**src/pkg/axis_id_params.svh**
```systemverilog
// Purpose: named constants for the axis address strap decoder
// Assumes: strap voltages arrive as 12-bit millivolt codes
// Notes: offsets are byte addresses on the register bus
`ifndef AXIS_ID_PARAMS_SVH
`define AXIS_ID_PARAMS_SVH

// ==========================================================
// clock and timing
`define CLK_PERIOD_NS 100
`define LED_FLASH_MS 1000
`define NS_PER_MS 1000000

// ==========================================================
// quantizer band edges in millivolts
`define STRAP_EDGE_0 12'h212
`define STRAP_EDGE_1 12'h582
`define STRAP_EDGE_2 12'h7da
`define STRAP_EDGE_3 12'h97e
`define STRAP_EDGE_4 12'habe
`define STRAP_EDGE_5 12'hbc2
`define STRAP_EDGE_6 12'hc94

// ==========================================================
// address arithmetic
`define VENDOR_ADDR_OFFSET 9'h080
`define UNSTRAPPED_ADDR 9'h0ff
`define VENDOR_SEL_BIT 7

// ==========================================================
// register offsets
`define REG_ADDR_CODE 4'h0
`define REG_STATUS 4'h4
`define REG_CONTROL 4'h8
`define REG_IRQ_STATUS 4'hc
`define REG_IRQ_MASK 5'h10

// ==========================================================
// status fields
`define ST_VENDOR_BIT 0
`define ST_LSS_BIT 1
`define ST_READY_BIT 2
`define ST_FAULT_BIT 3
`define ST_VALID_BIT 4
`define ST_RAW_LSB 8

// ==========================================================
// control fields and reset value
`define CTL_DECODE_EN_BIT 0
`define CTL_FAULT_CLR_BIT 1
`define CTL_LED_EN_BIT 2
`define CTL_RESET 3'h5

// ==========================================================
// interrupt events
`define IRQ_WIDTH 4
`define IRQ_ADDR_BIT 0
`define IRQ_ERROR_BIT 1
`define IRQ_INIT_BIT 2
`define IRQ_LSS_BIT 3

// ==========================================================
// bus responses
`define RESP_OKAY 2'h0
`define RESP_SLVERR 2'h2

`endif

```
**src/pkg/axis_id_pkg.sv**
```systemverilog
// Purpose: shared types of the axis address strap decoder
// Assumes: nothing beyond the constants header
// Notes: states use gray codes along the usual path
package axis_id_pkg;

  // ==========================================================
  // drive readiness
  typedef enum logic [1:0] {
    ST_WAIT_INIT = 2'h0,
    ST_RUN = 2'h1,
    ST_FAULT = 2'h3
  } drive_state_type;

  // ==========================================================
  // protocol selected by the straps
  typedef enum logic {
    MODE_CANOPEN = 1'h0,
    MODE_VENDOR = 1'h1
  } can_mode_type;

endpackage

```
**src/hw/axis_id_strap_decode.sv**
```systemverilog
// Purpose: axis address decode from three strap voltages, with
//   ready and fault indicators and the unconfigured led flash
// Assumes: strap voltages are 12-bit millivolt codes sampled on
//   strap_sample; error_event is a one-cycle pulse
// Notes: registers on axi4-lite; one level interrupt
// Contract
// - ready goes high only after power-on initialization completes
// - ready drops whenever an error occurs
// - fault goes high whenever an error condition is detected
// - each strap voltage becomes a code 0..7 by fixed band edges
// - vendor mode address is 64*high - 128 + 8*mid + low
// - canopen address is 64*high + 8*mid + low
// - all straps grounded give address 255 and canopen mode
// - all straps grounded means lss inactive, no assigned node address
// - in lss inactive the green led flashes at one second intervals
`timescale 1ns/100ps
`include "axis_id_params.svh"

module axis_id_strap_decode #(
  parameter int FLASH_CYCLES = (`LED_FLASH_MS * `NS_PER_MS) / `CLK_PERIOD_NS
) (
  // clock and reset
  input wire logic aclk,
  input wire logic aresetn,
  // strap voltages
  input wire logic [11:0] strap_low_mv,
  input wire logic [11:0] strap_mid_mv,
  input wire logic [11:0] strap_high_mv,
  input wire logic strap_sample,
  // drive events
  input wire logic init_done,
  input wire logic error_event,
  // indicators
  output logic ready_indicator,
  output logic fault_indicator,
  output logic green_led,
  output logic vendor_can_protocol_mode,
  output logic [8:0] axis_address,
  output logic irq,
  // axi4-lite write address
  input wire logic [4:0] s_axi_awaddr,
  input wire logic s_axi_awvalid,
  output logic s_axi_awready,
  // axi4-lite write data
  input wire logic [31:0] s_axi_wdata,
  input wire logic [3:0] s_axi_wstrb,
  input wire logic s_axi_wvalid,
  output logic s_axi_wready,
  // axi4-lite write response
  output logic [1:0] s_axi_bresp,
  output logic s_axi_bvalid,
  input wire logic s_axi_bready,
  // axi4-lite read address
  input wire logic [4:0] s_axi_araddr,
  input wire logic s_axi_arvalid,
  output logic s_axi_arready,
  // axi4-lite read data
  output logic [31:0] s_axi_rdata,
  output logic [1:0] s_axi_rresp,
  output logic s_axi_rvalid,
  input wire logic s_axi_rready
);

  // ==========================================================
  // helpers

  // byte-lane merge of a write into a stored word
  function automatic logic [31:0] lane_merge(input logic [31:0] old_word,
                                             input logic [31:0] new_word,
                                             input logic [3:0] strb);
    logic [31:0] result;
    result = old_word;
    for (int i = 0; i < 4; i++) begin
      if (strb[i]) begin
        result[i*8 +: 8] = new_word[i*8 +: 8];
      end
    end
    return result;
  endfunction

  // word offset inside the map
  function automatic logic [4:0] word_addr(input logic [4:0] byte_addr);
    return {byte_addr[4:2], 2'h0};
  endfunction

  // ==========================================================
  // declarations
  localparam int FLASH_W = $clog2(FLASH_CYCLES + 1);
  localparam logic [FLASH_W-1:0] FLASH_LAST = FLASH_W'(FLASH_CYCLES - 1);

  axis_id_pkg::drive_state_type state_reg, state_next;
  axis_id_pkg::can_mode_type mode_reg, mode_next;

  logic [2:0] low_value, mid_value, high_value;
  logic [8:0] raw_code;
  logic [8:0] addr_calc;
  logic unstrapped;
  logic sample_take;

  logic [8:0] raw_code_reg;
  logic [8:0] axis_address_reg;
  logic lss_inactive_reg;
  logic addr_valid_reg;
  logic [2:0] control_reg, control_next;
  logic [`IRQ_WIDTH-1:0] irq_status_reg, irq_status_next;
  logic [`IRQ_WIDTH-1:0] irq_mask_reg, irq_mask_next;
  logic [`IRQ_WIDTH-1:0] irq_events;
  logic [`IRQ_WIDTH-1:0] irq_clear;
  logic lss_enter;

  logic [FLASH_W-1:0] flash_count_reg, flash_count_next;
  logic flash_tick;
  logic green_led_reg, green_led_next;

  logic aw_hold_reg, aw_hold_next;
  logic w_hold_reg, w_hold_next;
  logic [4:0] awaddr_reg;
  logic [31:0] wdata_reg;
  logic [3:0] wstrb_reg;
  logic aw_fire, w_fire, aw_have, w_have, do_write;
  logic [4:0] wr_addr;
  logic [31:0] wr_data;
  logic [3:0] wr_strb;
  logic wr_mapped;
  logic wr_control, wr_irq_status, wr_irq_mask;
  logic awready_reg, awready_next;
  logic wready_reg, wready_next;
  logic bvalid_reg, bvalid_next;
  logic [1:0] bresp_reg;

  logic ar_fire;
  logic arready_reg, arready_next;
  logic rvalid_reg, rvalid_next;
  logic [31:0] rdata_reg;
  logic [1:0] rresp_reg;
  logic [4:0] rd_addr;
  logic rd_mapped;
  logic [31:0] rd_word;
  logic [31:0] status_word;

  logic fault_clear;
  logic ready_reg, fault_reg;

  // ==========================================================
  // strap quantizers
  // band coding
  strap_quantizer u_quant_low (
    .millivolts(strap_low_mv),
    .strap_value(low_value)
  );

  strap_quantizer u_quant_mid (
    .millivolts(strap_mid_mv),
    .strap_value(mid_value)
  );

  strap_quantizer u_quant_high (
    .millivolts(strap_high_mv),
    .strap_value(high_value)
  );

  // ==========================================================
  // address and mode decode
  assign raw_code = {high_value, mid_value, low_value};
  assign unstrapped = raw_code == 9'h000;
  assign mode_next = unstrapped ? axis_id_pkg::MODE_CANOPEN :
    (raw_code[`VENDOR_SEL_BIT] ? axis_id_pkg::MODE_VENDOR : axis_id_pkg::MODE_CANOPEN);
  assign addr_calc = unstrapped ? `UNSTRAPPED_ADDR :
    (mode_next == axis_id_pkg::MODE_VENDOR) ? 9'(raw_code - `VENDOR_ADDR_OFFSET) : raw_code;
  assign sample_take = strap_sample & control_reg[`CTL_DECODE_EN_BIT];
  assign lss_enter = sample_take & unstrapped & ~lss_inactive_reg;

  always_ff @(posedge aclk) begin
    if (!aresetn) begin
      raw_code_reg <= 9'h000;
      axis_address_reg <= 9'h000;
      mode_reg <= axis_id_pkg::MODE_CANOPEN;
      lss_inactive_reg <= 1'b0;
      addr_valid_reg <= 1'b0;
    end else if (sample_take) begin
      raw_code_reg <= raw_code;
      axis_address_reg <= addr_calc;
      mode_reg <= mode_next;
      lss_inactive_reg <= unstrapped;
      addr_valid_reg <= 1'b1;
    end
  end

  // ==========================================================
  // readiness state machine
  assign fault_clear = do_write & wr_control & wr_strb[0] & wr_data[`CTL_FAULT_CLR_BIT];

  always_comb begin
    state_next = state_reg;
    unique case (state_reg)
      axis_id_pkg::ST_WAIT_INIT: begin
        if (error_event) begin
          state_next = axis_id_pkg::ST_FAULT;
        end else if (init_done) begin
          state_next = axis_id_pkg::ST_RUN;
        end
      end
      axis_id_pkg::ST_RUN: begin
        if (error_event) begin
          state_next = axis_id_pkg::ST_FAULT;
        end
      end
      axis_id_pkg::ST_FAULT: begin
        // new error beats the clear
        if (fault_clear && !error_event) begin
          state_next = init_done ? axis_id_pkg::ST_RUN : axis_id_pkg::ST_WAIT_INIT;
        end
      end
      default: begin
        state_next = axis_id_pkg::ST_FAULT;
      end
    endcase
  end

  always_ff @(posedge aclk) begin
    if (!aresetn) begin
      state_reg <= axis_id_pkg::ST_WAIT_INIT;
      ready_reg <= 1'b0;
      fault_reg <= 1'b0;
    end else begin
      state_reg <= state_next;
      ready_reg <= state_next == axis_id_pkg::ST_RUN;
      fault_reg <= state_next == axis_id_pkg::ST_FAULT;
    end
  end

  // ==========================================================
  // green led flash
  assign flash_tick = flash_count_reg == FLASH_LAST;
  assign flash_count_next = (!lss_inactive_reg || flash_tick) ? '0 : flash_count_reg + 1'b1;
  assign green_led_next = !(lss_inactive_reg && control_reg[`CTL_LED_EN_BIT]) ? 1'b0 :
    (flash_tick ? ~green_led_reg : green_led_reg);

  always_ff @(posedge aclk) begin
    if (!aresetn) begin
      flash_count_reg <= '0;
      green_led_reg <= 1'b0;
    end else begin
      flash_count_reg <= flash_count_next;
      green_led_reg <= green_led_next;
    end
  end

  // ==========================================================
  // interrupts
  assign irq_events[`IRQ_ADDR_BIT] = sample_take;
  assign irq_events[`IRQ_ERROR_BIT] = error_event;
  assign irq_events[`IRQ_INIT_BIT] = state_reg == axis_id_pkg::ST_WAIT_INIT &&
    state_next == axis_id_pkg::ST_RUN;
  assign irq_events[`IRQ_LSS_BIT] = lss_enter;
  assign irq_clear = (do_write && wr_irq_status && wr_strb[0]) ? wr_data[`IRQ_WIDTH-1:0] : '0;
  // set wins over a same-cycle clear
  assign irq_status_next = (irq_status_reg & ~irq_clear) | irq_events;
  assign irq_mask_next = (do_write && wr_irq_mask) ?
    `IRQ_WIDTH'(lane_merge(32'(irq_mask_reg), wr_data, wr_strb)) : irq_mask_reg;
  assign control_next = (do_write && wr_control) ?
    3'(lane_merge(32'(control_reg), wr_data, wr_strb)) & 3'h5 : control_reg;

  always_ff @(posedge aclk) begin
    if (!aresetn) begin
      irq_status_reg <= '0;
      irq_mask_reg <= '0;
      control_reg <= `CTL_RESET;
    end else begin
      irq_status_reg <= irq_status_next;
      irq_mask_reg <= irq_mask_next;
      control_reg <= control_next;
    end
  end

  // ==========================================================
  // axi4-lite write path
  assign aw_fire = s_axi_awvalid & awready_reg;
  assign w_fire = s_axi_wvalid & wready_reg;
  assign aw_have = aw_hold_reg | aw_fire;
  assign w_have = w_hold_reg | w_fire;
  assign do_write = aw_have & w_have & ~bvalid_reg;
  assign aw_hold_next = aw_have & ~do_write;
  assign w_hold_next = w_have & ~do_write;
  assign bvalid_next = do_write | (bvalid_reg & ~s_axi_bready);
  assign awready_next = ~aw_hold_next & ~bvalid_next;
  assign wready_next = ~w_hold_next & ~bvalid_next;
  assign wr_addr = word_addr(aw_fire ? s_axi_awaddr : awaddr_reg);
  assign wr_data = w_fire ? s_axi_wdata : wdata_reg;
  assign wr_strb = w_fire ? s_axi_wstrb : wstrb_reg;
  assign wr_control = wr_addr == 5'(`REG_CONTROL);
  assign wr_irq_status = wr_addr == 5'(`REG_IRQ_STATUS);
  assign wr_irq_mask = wr_addr == `REG_IRQ_MASK;
  assign wr_mapped = wr_control | wr_irq_status | wr_irq_mask;

  always_ff @(posedge aclk) begin
    if (!aresetn) begin
      aw_hold_reg <= 1'b0;
      w_hold_reg <= 1'b0;
      awaddr_reg <= 5'h00;
      wdata_reg <= 32'h0;
      wstrb_reg <= 4'h0;
      awready_reg <= 1'b0;
      wready_reg <= 1'b0;
      bvalid_reg <= 1'b0;
      bresp_reg <= `RESP_OKAY;
    end else begin
      aw_hold_reg <= aw_hold_next;
      w_hold_reg <= w_hold_next;
      if (aw_fire) begin
        awaddr_reg <= s_axi_awaddr;
      end
      if (w_fire) begin
        wdata_reg <= s_axi_wdata;
        wstrb_reg <= s_axi_wstrb;
      end
      awready_reg <= awready_next;
      wready_reg <= wready_next;
      bvalid_reg <= bvalid_next;
      if (do_write) begin
        bresp_reg <= wr_mapped ? `RESP_OKAY : `RESP_SLVERR;
      end
    end
  end

  // ==========================================================
  // axi4-lite read path
  assign ar_fire = s_axi_arvalid & arready_reg;
  assign rvalid_next = ar_fire | (rvalid_reg & ~s_axi_rready);
  assign arready_next = ~rvalid_next;
  assign rd_addr = word_addr(s_axi_araddr);
  assign status_word = {15'h0, raw_code_reg, 3'h0, addr_valid_reg, fault_reg,
    ready_reg, lss_inactive_reg, mode_reg};
  assign rd_mapped = rd_addr == 5'(`REG_ADDR_CODE) || rd_addr == 5'(`REG_STATUS) ||
    rd_addr == 5'(`REG_CONTROL) || rd_addr == 5'(`REG_IRQ_STATUS) || rd_addr == `REG_IRQ_MASK;
  assign rd_word = (rd_addr == 5'(`REG_ADDR_CODE)) ? {23'h0, axis_address_reg} :
    (rd_addr == 5'(`REG_STATUS)) ? status_word :
    (rd_addr == 5'(`REG_CONTROL)) ? {29'h0, control_reg} :
    (rd_addr == 5'(`REG_IRQ_STATUS)) ? {28'h0, irq_status_reg} :
    (rd_addr == `REG_IRQ_MASK) ? {28'h0, irq_mask_reg} : 32'h0;

  always_ff @(posedge aclk) begin
    if (!aresetn) begin
      arready_reg <= 1'b0;
      rvalid_reg <= 1'b0;
      rdata_reg <= 32'h0;
      rresp_reg <= `RESP_OKAY;
    end else begin
      arready_reg <= arready_next;
      rvalid_reg <= rvalid_next;
      if (ar_fire) begin
        rdata_reg <= rd_word;
        rresp_reg <= rd_mapped ? `RESP_OKAY : `RESP_SLVERR;
      end
    end
  end

  // ==========================================================
  // interrupt output register
  logic irq_reg;

  always_ff @(posedge aclk) begin
    if (!aresetn) begin
      irq_reg <= 1'b0;
    end else begin
      irq_reg <= |(irq_status_next & irq_mask_next);
    end
  end

  // ==========================================================
  // outputs
  assign ready_indicator = ready_reg;
  assign fault_indicator = fault_reg;
  assign green_led = green_led_reg;
  assign vendor_can_protocol_mode = mode_reg;
  assign axis_address = axis_address_reg;
  assign irq = irq_reg;
  assign s_axi_awready = awready_reg;
  assign s_axi_wready = wready_reg;
  assign s_axi_bvalid = bvalid_reg;
  assign s_axi_bresp = bresp_reg;
  assign s_axi_arready = arready_reg;
  assign s_axi_rvalid = rvalid_reg;
  assign s_axi_rdata = rdata_reg;
  assign s_axi_rresp = rresp_reg;

endmodule

```
**src/hw/strap_quantizer.sv**
```systemverilog
// Purpose: turn one strap voltage into a 3-bit band code
// Assumes: voltage is a 12-bit millivolt value
// Notes: a value on an edge belongs to the higher band
`timescale 1ns/100ps
`include "axis_id_params.svh"

module strap_quantizer (
  // strap voltage
  input wire logic [11:0] millivolts,
  // band code
  output logic [2:0] strap_value
);

  logic [6:0] above;

  // ==========================================================
  // compare against every band edge
  assign above[0] = millivolts >= `STRAP_EDGE_0;
  assign above[1] = millivolts >= `STRAP_EDGE_1;
  assign above[2] = millivolts >= `STRAP_EDGE_2;
  assign above[3] = millivolts >= `STRAP_EDGE_3;
  assign above[4] = millivolts >= `STRAP_EDGE_4;
  assign above[5] = millivolts >= `STRAP_EDGE_5;
  assign above[6] = millivolts >= `STRAP_EDGE_6;

  // edges rise monotonically, so the count is the band
  assign strap_value = 3'(above[0]) + 3'(above[1]) + 3'(above[2]) + 3'(above[3])
    + 3'(above[4]) + 3'(above[5]) + 3'(above[6]);

endmodule

```
**config.mk**
```make
export PLATFORM = sky130hd
export DESIGN_NAME = axis_id_strap_decode
export DESIGN_NICKNAME = d
export VERILOG_FILES = /design/src/pkg/axis_id_pkg.sv /design/src/hw/axis_id_strap_decode.sv /design/src/hw/strap_quantizer.sv
export VERILOG_INCLUDE_DIRS = /design/src /design/src/pkg
export SDC_FILE = /design/constraint.sdc
export NUM_CORES = 1
export LEC_CHECK = 0
export ABC_AREA = 1
export BUFFER_PORTS_ARGS = -buffer_cell sky130_fd_sc_hd__clkbuf_2
export CAP_MARGIN = 20
export CORE_MARGIN = 1
export CORE_UTILIZATION = 53
export CTS_CLUSTER_DIAMETER = 120
export DETAILED_ROUTE_END_ITERATION = 16
export HOLD_SLACK_MARGIN = 0.03
export PLACE_DENSITY = 0.88
export SLEW_MARGIN = 10
export SYNTH_ARGS = -nofsm -noshare
export SYNTH_HDL_FRONTEND = slang
export SYNTH_SLANG_ARGS = --single-unit
export TNS_END_PERCENT = 1
```
**constraint.sdc**
```tcl
create_clock -name aclk -period 3.65 [get_ports aclk]
set_input_delay 0 -clock aclk [delete_from_list [all_inputs] [get_ports aclk]]
set_output_delay 0 -clock aclk [all_outputs]
set_load 0.005 [all_outputs]
```
==> results.tsv, run 1 <==
stage	metric	value	unit
run_status	outcome	completed	
sta	period_share	0.926	
synthesis	yosys.area_share.simple	0.294	
worst_setup_path	path_buf_inv	5	
drt	finalWirelength	12200	µm
floorplan	start_util	0.557	
placement	place_ws	-0.0976	ns
clock_tree	clk_pin_slew	0.09	ns
clock_tree	cts_tree	built	
drt	dr.pass1.iters	5	
min_path	min_path_type	primary input to flip-flop	
placement	dpl.hpwl	9090	µm
placement	portBuffers	91	
clock_tree	cts_max_level	3	
power_and_ir_drop	netSwitchingFraction	0.298	
synthesis	synth.avg_cell_area	6.99	µm²
sta	slew_headroom	0.455	
worst_setup_path	cp_max_fo	9	
sta	worst_clock_skew	0.00775	ns
floorplan	die_area	10300	µm²
synthesis	ys_seq_area_frac	0.362	
layout	largest_reg_flops	24	
clock_tree	post_cts_buffers	0	
floorplan	die_h	102	µm
power_and_ir_drop	intPower	1650	µW
floorplan	chipWidth	102	µm
drt	first_iter_violations	285	
synthesis	synth_top_family_by_area	simple AND/OR/NAND/NOR gates	
clock_tree	cts_max_path_buffers	2	
power_and_ir_drop	post-layout-total-power	2350	µW
layout	layout.cells.non_filler	988	
synthesis	synth_compound_area_frac	0.154	
sta	setup_viol	0	
layout	synthToLayoutAreaGrowth	16.3	%
sta	fin_hold_ws	0.0552	ns
sta	slew_violations	0	
synthesis	synthTopCellsByCount	nand2_1, inv_1, dfxtp_1, nor2_1, a21oi_1	
worst_setup_path	cp_top_family	adder cells	
placement	place_inst	958	
clock_tree	clk-insertion-delay-late	0.36	ns
clock_tree	cts_root_buf	clkbuf_8	
synthesis	synthAdderAreaFrac	0.0582	
power_and_ir_drop	p_leak	0.00268	µW
sta	setup_ws	0.270	ns
layout	diodes	0	
clock_tree	cts_sinks	95	
clock_tree	cts_resized	0	
global_route	grtUsageTotal	0.247	
drt	postRouteAntennaNets	0	
sta	grt_setup_unrepaired	no	
layout	final_cell_area	6100	µm²
synthesis	synth_xor_area_frac	0.0117	
sta	finalCriticalPeriod	3.38	ns
synthesis	yosys-top-cells-area	dfxtp_1, nand2_1, inv_1	
clock_tree	hold_buffers	14	
synthesis	yosys.area.top_type	dfxtp_1	
worst_setup_path	end_kind	flip-flop	
clock_tree	cts-buffers-inserted	9	
global_route	grt_pass1_wl	20400	µm
layout	drive_above_1_share	0.168	
synthesis	synthMuxAreaShare	0.00191	
sta	finalHoldViolCount	0	
drt	drc_errors	0	
synthesis	yosys.cell_types.count	49	
worst_setup_path	cp_slowest_stage_delay	0.54	ns
worst_setup_path	required	3.93	ns
placement	gp_congestion	0.864	
worst_setup_path	crit_type	primary input to flip-flop	
worst_setup_path	cp_cell_sequence	clkbuf_2 > nor2_1 > inv_1 > nor2_1 > nand2_1 > o31ai_1 > nand2_1 > ha_1 > fa_1 > inv_1 > fa_1 > inv_1 > ha_1 > inv_1 > fa_1 > nand4_1 > nor2_1 > nand3_1 > a21oi_1	
worst_setup_path	slowest_stage	fa_1	
synthesis	synth_seq_cells	95	
drt	vias_per_cell	5.20	
drt	num_vias	5138	
synthesis	ys.flop_type	dfxtp_1	
job	maxCapViolations	0	
worst_setup_path	start_kind	primary input	
power_and_ir_drop	vdd_drop_max	0.000229	V
global_route	overflow	0	
power_and_ir_drop	power_density	385	nW/µm²
power_and_ir_drop	p_clk_frac	0.310	
layout	nets	965	
floorplan	row_count	35	
floorplan	core_area	9420	µm²
placement	dpl_cell_area	5750	µm²
worst_setup_path	cp.depth	19	
drt	routedWlPerCell	12.4	µm
worst_setup_path	worst_r2r_path_depth	4	
synthesis	synthArstFlopShare	0	
sta	worstMarginPinSlew	0.812	ns
floorplan	ioPinCount	147	
sta	timing.fmax	296	MHz
synthesis	synth_warnings	0	
worst_setup_path	cp_data_arrival_time	3.66	ns
synthesis	synth.most_common_cell	nand2_1	
power_and_ir_drop	switching_power	700	µW
power_and_ir_drop	pwr-share-comb	0.201	
power_and_ir_drop	power_frac_seq	0.488	
synthesis	synth_cells	751	
global_route	grt_pass1_vias	4638	
synthesis	synth_edf_count	0	
worst_setup_path	crit_path_frequent_cell	inv_1	
synthesis	synth_top_area_share	0.362	
min_path	worstHoldPathCells	4	
synthesis	netlist_area	5250	µm²
global_route	grt_start_max_net_pins	37	
global_route	antenna_found_initial	0	
[worst min-delay path, cell delays in order]
cell	delay, ns
clkbuf_2	0.12
nand2_2	0.10
nand2_2	0.11
nor3_1	0.06
[cells in the final DEF (no fill, tap or decap), types with 10 or more instances in the layout]
master / synthesis / layout
inv_1: 104 / 104
dlygate4sd3_1: 0 / 14
a21oi_1: 73 / 73
nand4_1: 14 / 14
nor3_1: 20 / 20
nand3_1: 28 / 28
conb_1: 1 / 17
nor2_1: 75 / 75
o21ai_0: 31 / 31
a31oi_1: 10 / 10
clkbuf_2: 0 / 91
clkbuf_8: 0 / 11
dfxtp_1: 95 / 95
nand2_1: 169 / 169
ha_1: 10 / 10
[final timing paths]
check / slack, ns / endpoint / startpoint
worst min-delay path: 0.06 / s_axi_awready / s_axi_awvalid
worst max-delay path: 0.27 / axis_address[5] / strap_high_mv[3]
worst max register to register: 1.56 / axis_address[1] / control_reg[0]
worst min register to register: 0.47 / raw_code_reg[3] / raw_code_reg[3]
[cells by family after synthesis]
logic type	count (synthesis)
simple gates	342
compound gates	143
buf+inv	143
flops	95
fa+ha+maj	19
xor+xnor	7
other cells	1
mux	1
[metrics by stage]
step	util	setup TNS, ns
after global placement	0.610	0
after CTS	0.648	0
after global routing	0.648	0
after detailed placement	0.610	-0.635
final	0.648	0
after floorplan	-	0
[cell type report]
class | instances | area (µm²)
Clock buffer | 11 | 151
Clock inverter | 5 | 65.1
Multi-Input combinational cell | 529 | 2790
Fill cell | 855 | 3310
Inverter | 111 | 417
Timing Repair Buffer | 108 | 618
Sequential cell | 95 | 1900
Tap cell | 129 | 161
[layer usage]
metal  vias up  wire [µm]  GRT usage
met1      2329       5540      0.316
met4         0        264     0.0948
li1       2621          -          -
met2       165       5770      0.418
met3        23        664     0.0400
met5         -          0          0
[power by group through the flow]
stage	logic [µW]	registers, µW	clock network, µW
global route	538	1160	785
detailed placement	456	1170	0
global placement	445	1170	0
finish	474	1150	730
floorplan	312	1160	0
CTS	471	1150	735
No activity file was read; power rests on OpenSTA's default activity.
==> run 2, diff against run 1 <==
--- a/config.mk
+++ b/config.mk
@@ -6,11 +6,11 @@
 export SDC_FILE = /design/constraint.sdc
 export NUM_CORES = 1
 export LEC_CHECK = 0
-export ABC_AREA = 1
+export ABC_AREA = 0
 export BUFFER_PORTS_ARGS = -buffer_cell sky130_fd_sc_hd__clkbuf_2
 export CAP_MARGIN = 20
 export CORE_MARGIN = 1
-export CORE_UTILIZATION = 53
+export CORE_UTILIZATION = 52
 export CTS_CLUSTER_DIAMETER = 120
 export DETAILED_ROUTE_END_ITERATION = 16
 export HOLD_SLACK_MARGIN = 0.03
==> results.tsv, run 2 <==
stage	metric	value	unit
worst_setup_path	cp_cell_sequence	buf_6 > or4_4 > o311a_1 > o21ai_1 > nand2b_1 > ha_1 > inv_1 > fa_1 > fa_1 > inv_1 > ha_2 > fa_1 > or4_4 > nor4_4 > o2111ai_1 > nand4_1	
layout	drive_above_1_share	0.234	
synthesis	synthTopCellsByCount	dfxtp_1, nor2_1, nand2_1, nand3_1, a21oi_1	
drt	postRouteAntennaNets	0	
synthesis	yosys.area.top_type	dfxtp_1	
global_route	overflow	0	
synthesis	ys_seq_area_frac	0.389	
synthesis	yosys-top-cells-area	dfxtp_1, nor2_1, nand2_1	
worst_setup_path	crit_type	primary input to flip-flop	
drt	wl_met3	565	µm
layout	seq_area	1900	µm²
worst_setup_path	cp_data_arrival_time	4.15	ns
sta	setup_tns	-1.03	ns
worst_setup_path	cp_slowest_stage_delay	0.52	ns
power_and_ir_drop	intPower	1720	µW
worst_setup_path	required	3.97	ns
worst_setup_path	rrSetupSlack	1.32	ns
drt	vias_per_cell	5.72	
clock_tree	cts_tree	built	
sta	setup_ws	-0.180	ns
drt	routedWlPerCell	14.2	µm
layout	largest_reg_flops	24	
layout	nets	795	
floorplan	chipWidth	99.0	µm
floorplan	die_h	99.0	µm
sta	worst_clock_skew	0.0174	ns
worst_setup_path	end_kind	flip-flop	
clock_tree	cts_max_level	3	
synthesis	netlist_area	4890	µm²
synthesis	synth_xor_area_frac	0.0466	
worst_setup_path	slowest_stage	or4_4	
drt	top_layer_used	met4	
synthesis	synth_edf_count	0	
sta	timing.fmax	261	MHz
power_and_ir_drop	power_frac_seq	0.472	
layout	multiInputGateArea	2820	µm²
drt	wl_met2	5600	µm
synthesis	synth_seq_cells	95	
clock_tree	cts_root_buf	clkbuf_8	
global_route	grt_pass1_wl	19100	µm
global_route	antenna_found_initial	0	
drt	num_vias	4576	
layout	layout.cells.non_filler	800	
min_path	min_to	awaddr_reg[3]	
layout	diodes	0	
clock_tree	clk-insertion-delay-late	0.38	ns
synthesis	synth.most_common_cell	dfxtp_1	
clock_tree	cts-buffers-inserted	9	
worst_setup_path	rr_endpoint	flash_count_reg[23]	
synthesis	yosys.cell_types.count	64	
placement	dpl.hpwl	8590	µm
global_route	grt_pass1_vias	4333	
worst_setup_path	r2r-start	flash_count_reg[0]	
power_and_ir_drop	switching_power	684	µW
synthesis	synth_warnings	0	
floorplan	start_util	0.534	
power_and_ir_drop	p_leak	0.00243	µW
power_and_ir_drop	pwr-share-comb	0.206	
synthesis	synth_top_area_share	0.389	
worst_setup_path	worst_r2r_path_depth	6	
global_route	grt_start_max_net_pins	42	
placement	place_inst	772	
synthesis	synth.avg_cell_area	8.58	µm²
synthesis	synth_compound_area_frac	0.183	
synthesis	synthArstFlopShare	0	
layout	layout_common_cells	dfxtp_1, clkbuf_2, nor2_1	
power_and_ir_drop	p_clk_frac	0.323	
min_path	hp-start	s_axi_awvalid	
synthesis	yosys.area_share.simple	0.235	
sta	grt_setup_unrepaired	yes	
placement	portBuffers	91	
sta	worstMarginPinSlew	0.964	ns
drt	met1Wirelength	4980	µm
run_status	failed_checks	negative setup slack	
min_path	min_path_type	primary input to flip-flop	
run_status	outcome	finished with violations	
min_path	worstHoldPathCells	4	
worst_setup_path	cp_max_fo	2	
drt	drc_errors	0	
synthesis	ys.flop_type	dfxtp_1	
clock_tree	cts_sinks	95	
worst_setup_path	start_kind	primary input	
sta	slew_violations	0	
layout	final_common_cell	dfxtp_1	
drt	finalWirelength	11400	µm
floorplan	core_area	9150	µm²
floorplan	ioPinCount	147	
synthesis	synthMuxAreaShare	0.0225	
drt	first_iter_violations	172	
floorplan	die_area	9800	µm²
worst_setup_path	crit_path_frequent_cell	fa_1	
layout	synthToLayoutAreaGrowth	20.8	%
sta	slew_headroom	0.351	
clock_tree	clk_pin_slew	0.11	ns
job	maxCapViolations	0	
synthesis	synthAdderAreaFrac	0.0624	
global_route	grtUsageTotal	0.240	
sta	finalHoldViolCount	0	
power_and_ir_drop	vdd_drop_max	0.000235	V
sta	period_share	1.05	
placement	gp_congestion	0.874	
synthesis	synth_cells	570	
sta	finalCriticalPeriod	3.83	ns
synthesis	synth_top_family_by_area	simple AND/OR/NAND/NOR gates	
floorplan	row_count	35	
power_and_ir_drop	power_density	406	nW/µm²
power_and_ir_drop	netSwitchingFraction	0.285	
drt	dr.pass1.iters	5	
clock_tree	cts_max_path_buffers	2	
layout	n_fill_cell	729	
sta	setup_viol	11	
[run 2: cell types whose count changed after synthesis, moves of 8 or more]
cell	previous run	this run
and2_1	0	8
nor3_1	20	8
o21ai_0	31	22
xor2_1	4	16
a21oi_1	73	28
a22oi_1	0	12
nand2_1	169	49
inv_1	104	18
and3_1	0	10
nand2b_1	0	11
[run 2: layout make-up]
type | count | share of cell area
multi-input cells | 434 | 0.477
flip-flops and latches | 95 | 0.322
repair buffers | 126 | 0.128
well taps | 111 | 0.0235
clock buffers | 10 | 0.0216
clock inverters | 6 | 0.0157
inverters | 18 | 0.0114
[run 2: cell families (layout without fill, tap and decap cells)]
family	after synthesis	in the layout
AO/OA/AOI/OAI	129	129
XOR/XNOR	26	26
adder cells (fa/ha/maj)	19	19
buffers and inverters	57	160
flip-flops	95	95
multiplexers	8	8
other	1	17
AND/OR/NAND/NOR	235	235
[run 2: metrics by stage]
| stage | utilization | total power [µW] | hold WS, ns | area (µm²) | setup slack (ns) |
|---|---|---|---|---|---|
| floorplan | - | 1440 | 0.136 | 5000 | -0.211 |
| global placement | 0.605 | 1600 | 0.253 | 5540 | -0.443 |
| detailed placement | 0.605 | 1630 | 0.256 | 5540 | -0.560 |
| CTS | 0.641 | 2400 | 0.0309 | 5870 | -0.178 |
| global route | 0.645 | 2510 | 0.0835 | 5910 | -0.279 |
| finish | 0.645 | 2400 | 0.0460 | 5910 | -0.180 |
[run 2: power by group through the flow]
stage	Combinational [µW]	Clock, µW	Sequential, µW
global route	545	825	1140
floorplan	293	0	1140
CTS	489	778	1130
global placement	452	0	1150
detailed placement	477	0	1160
finish	493	775	1130
[run 2: per-layer routing]
| metal | GRT usage | vias to the layer above |
|---|---|---|
| met5 | 0 | - |
| met1 | 0.292 | 2169 |
| met2 | 0.423 | 166 |
| met4 | 0.0941 | 0 |
| li1 | - | 2225 |
| met3 | 0.0397 | 16 |
[run 2: worst max-delay path: cells and delay by family]
kind	cells	cell delay, ns
buf+inv	3	0.18
compound gates	3	0.58
fa+ha+maj	5	1.87
simple gates	5	1.51
[run 2: worst max-delay path by stage]
| stage | from | to | slack (ns) | cells after the start |
|---|---|---|---|---|
| 2_1_floorplan | strap_high_mv[2] | irq | -0.21 | 18 |
| 3_3_place_gp | strap_high_mv[2] | irq | -0.44 | 19 |
| 3_5_place_dp | strap_high_mv[2] | irq | -0.56 | 19 |
| 4_1_cts | strap_high_mv[2] | irq | -0.18 | 19 |
| 5_1_grt | strap_high_mv[2] | irq | -0.28 | 19 |
| 6_report | strap_low_mv[4] | irq | -0.18 | 16 |
[run 2: what timing repair did]
action                                  in CTS  in global routing
pin swaps                                    0                  3
endpoints found under the setup margin      11                 14
hold buffers                                11                  0
gates resized for setup                      0                  8
setup buffers                                0                  1
hold endpoints to repair                    16                  0
==> run 3, diff against run 2 <==
--- a/config.mk
+++ b/config.mk
@@ -10,11 +10,11 @@
 export BUFFER_PORTS_ARGS = -buffer_cell sky130_fd_sc_hd__clkbuf_2
 export CAP_MARGIN = 20
 export CORE_MARGIN = 1
-export CORE_UTILIZATION = 52
+export CORE_UTILIZATION = 47
 export CTS_CLUSTER_DIAMETER = 120
 export DETAILED_ROUTE_END_ITERATION = 16
 export HOLD_SLACK_MARGIN = 0.03
-export PLACE_DENSITY = 0.88
+export PLACE_DENSITY = 0.84
 export SLEW_MARGIN = 10
 export SYNTH_ARGS = -nofsm -noshare
 export SYNTH_HDL_FRONTEND = slang
==> constraint.sdc (replaced) <==
create_clock -name aclk -period 3.4 [get_ports aclk]
set_input_delay 0 -clock aclk [delete_from_list [all_inputs] [get_ports aclk]]
set_output_delay 0 -clock aclk [all_outputs]
set_load 0.005 [all_outputs]
==> results.tsv, run 3 (synthesis gave the netlist of run 2 again) <==
stage	metric	value	unit
drt	wl_met2	5930	µm
placement	dpl.hpwl	8910	µm
layout	synthToLayoutAreaGrowth	24.6	%
worst_setup_path	required	3.70	ns
clock_tree	cts_tree	built	
power_and_ir_drop	pwr-share-comb	0.223	
drt	met1Wirelength	5080	µm
sta	finalCriticalPeriod	3.81	ns
worst_setup_path	crit_type	primary input to flip-flop	
drt	routedWlPerCell	14.2	µm
global_route	antenna_found_initial	0	
power_and_ir_drop	p_clk_frac	0.314	
floorplan	start_util	0.493	
placement	gp_congestion	0.874	
layout	nets	814	
global_route	grt_pass1_vias	4620	
layout	diodes	0	
sta	fin_hold_ws	0.0598	ns
worst_setup_path	r2r-start	s_axi_wready	
floorplan	row_count	36	
sta	worst_clock_skew	0.00815	ns
run_status	failed_checks	negative setup slack	
layout	final_common_cell	dfxtp_1	
min_path	hp-start	s_axi_araddr[4]	
clock_tree	cts_root_buf	clkbuf_8	
global_route	grt_start_max_net_pins	49	
worst_setup_path	rr_endpoint	state_reg[0]	
global_route	grtUsageTotal	0.223	
placement	portBuffers	91	
worst_setup_path	worst_r2r_path_depth	5	
drt	drc_errors	0	
worst_setup_path	rrSetupSlack	1.12	ns
worst_setup_path	end_kind	flip-flop	
sta	timing.fmax	262	MHz
power_and_ir_drop	power_density	431	nW/µm²
sta	setup_viol	15	
min_path	min_to	s_axi_rdata[2]	
clock_tree	cts-buffers-inserted	9	
floorplan	ioPinCount	147	
sta	period_share	1.12	
drt	first_iter_violations	223	
drt	dr.pass1.iters	5	
floorplan	chipWidth	104	µm
placement	place_inst	815	
clock_tree	cts_max_level	3	
power_and_ir_drop	vdd_drop_max	0.000238	V
sta	setup_ws	-0.413	ns
sta	finalHoldViolCount	0	
floorplan	die_h	104	µm
worst_setup_path	cp_data_arrival_time	4.12	ns
power_and_ir_drop	netSwitchingFraction	0.281	
sta	slew_violations	0	
drt	postRouteAntennaNets	0	
drt	finalWirelength	12000	µm
drt	vias_per_cell	5.54	
placement	place_ws	-0.797	ns
global_route	grt_pass1_wl	20200	µm
layout	largest_reg_flops	24	
drt	top_layer_used	met4	
min_path	worstHoldPathCells	3	
worst_setup_path	cp_max_fo	3	
power_and_ir_drop	power_frac_seq	0.463	
floorplan	core_area	9910	µm²
run_status	outcome	finished with violations	
power_and_ir_drop	post-layout-total-power	2620	µW
clock_tree	cts_max_path_buffers	2	
clock_tree	clk_pin_slew	0.09	ns
layout	drive_above_1_share	0.263	
min_path	min_path_type	primary input to flip-flop	
sta	grt_setup_unrepaired	yes	
worst_setup_path	start_kind	primary input	
sta	slew_headroom	0.400	
floorplan	die_area	10800	µm²
power_and_ir_drop	intPower	1890	µW
clock_tree	clk-insertion-delay-late	0.36	ns
power_and_ir_drop	switching_power	737	µW
global_route	overflow	0	
clock_tree	cts_sinks	95	
sta	worstMarginPinSlew	0.891	ns
drt	num_vias	4653	
layout	layout_common_cells	dfxtp_1, clkbuf_2, nor2_1	
layout	layout.cells.non_filler	840	
drt	wl_met3	611	µm
job	maxCapViolations	0	
power_and_ir_drop	p_leak	0.00254	µW
[run 3: how the worst max path moves through the flow]
stage	start	endpoint	slack, ns	depth (start not counted)
2_1_floorplan	strap_high_mv[2]	irq	-0.46	18
3_5_place_dp	strap_low_mv[4]	axis_address[1]	-0.80	17
6_report	strap_high_mv[2]	irq	-0.41	19
4_1_cts	strap_high_mv[2]	irq	-0.42	19
3_3_place_gp	strap_high_mv[2]	irq	-0.69	19
5_1_grt	strap_high_mv[2]	irq	-0.64	19
[run 3: per-stage QoR]
stage	utilization	TNS (ns)	area [µm²]
detailed placement	0.578	-11.07	5730
global route	0.615	-6.94	6090
finish	0.615	-4.28	6090
global placement	0.578	-8.79	5730
CTS	0.612	-4.48	6060
floorplan	-	-5.27	5000
[run 3: repair_timing]
action	in CTS	in global routing
hold buffers	9	0
hold endpoints to repair	13	0
resized for setup	5	6
buffers inserted	0	0
cloned	1	0
setup endpoints to repair	16	17
pin swaps	3	2
[run 3: area by class of cell]
type	instances	area (µm²)
clock buffers	10	138
clock inverters	5	81.3
flip-flops and latches	95	1900
repair buffers	144	885
fillers	805	3820
inverters	18	67.6
well taps	133	166
multi-input cells	435	2850
[run 3: per-layer routing]
metal  vias to the layer above  GRT usage
met1                      2172      0.269
li1                       2264          -
met4                         0      0.102
met3                        39     0.0376
met5                         -          0
met2                       178      0.388
[run 3: power groups by stage]
| stage | sequential (µW) | combinational [µW] | clock [µW] |
|---|---|---|---|
| 6_report | 1220 | 584 | 824 |
| 5_1_grt | 1220 | 636 | 886 |
| 4_1_cts | 1210 | 562 | 831 |
| 3_5_place_dp | 1240 | 543 | 0 |
| 3_3_place_gp | 1240 | 515 | 0 |
| 2_1_floorplan | 1230 | 315 | 0 |
[run 3: critical path, stage by stage]
cell and delay [ns]:
clkbuf_2 0.09, or2_2 0.30, or3_4 0.33, o311a_1 0.29, o21ai_1 0.13, nand2_1 0.11
ha_4 0.23, fa_1 0.53, inv_1 0.05, fa_1 0.46, inv_1 0.07, ha_1 0.13
inv_1 0.05, fa_1 0.47, and3_4 0.19, nand4_1 0.14, nor4_4 0.27, o2111ai_1 0.13
nand4_1 0.13
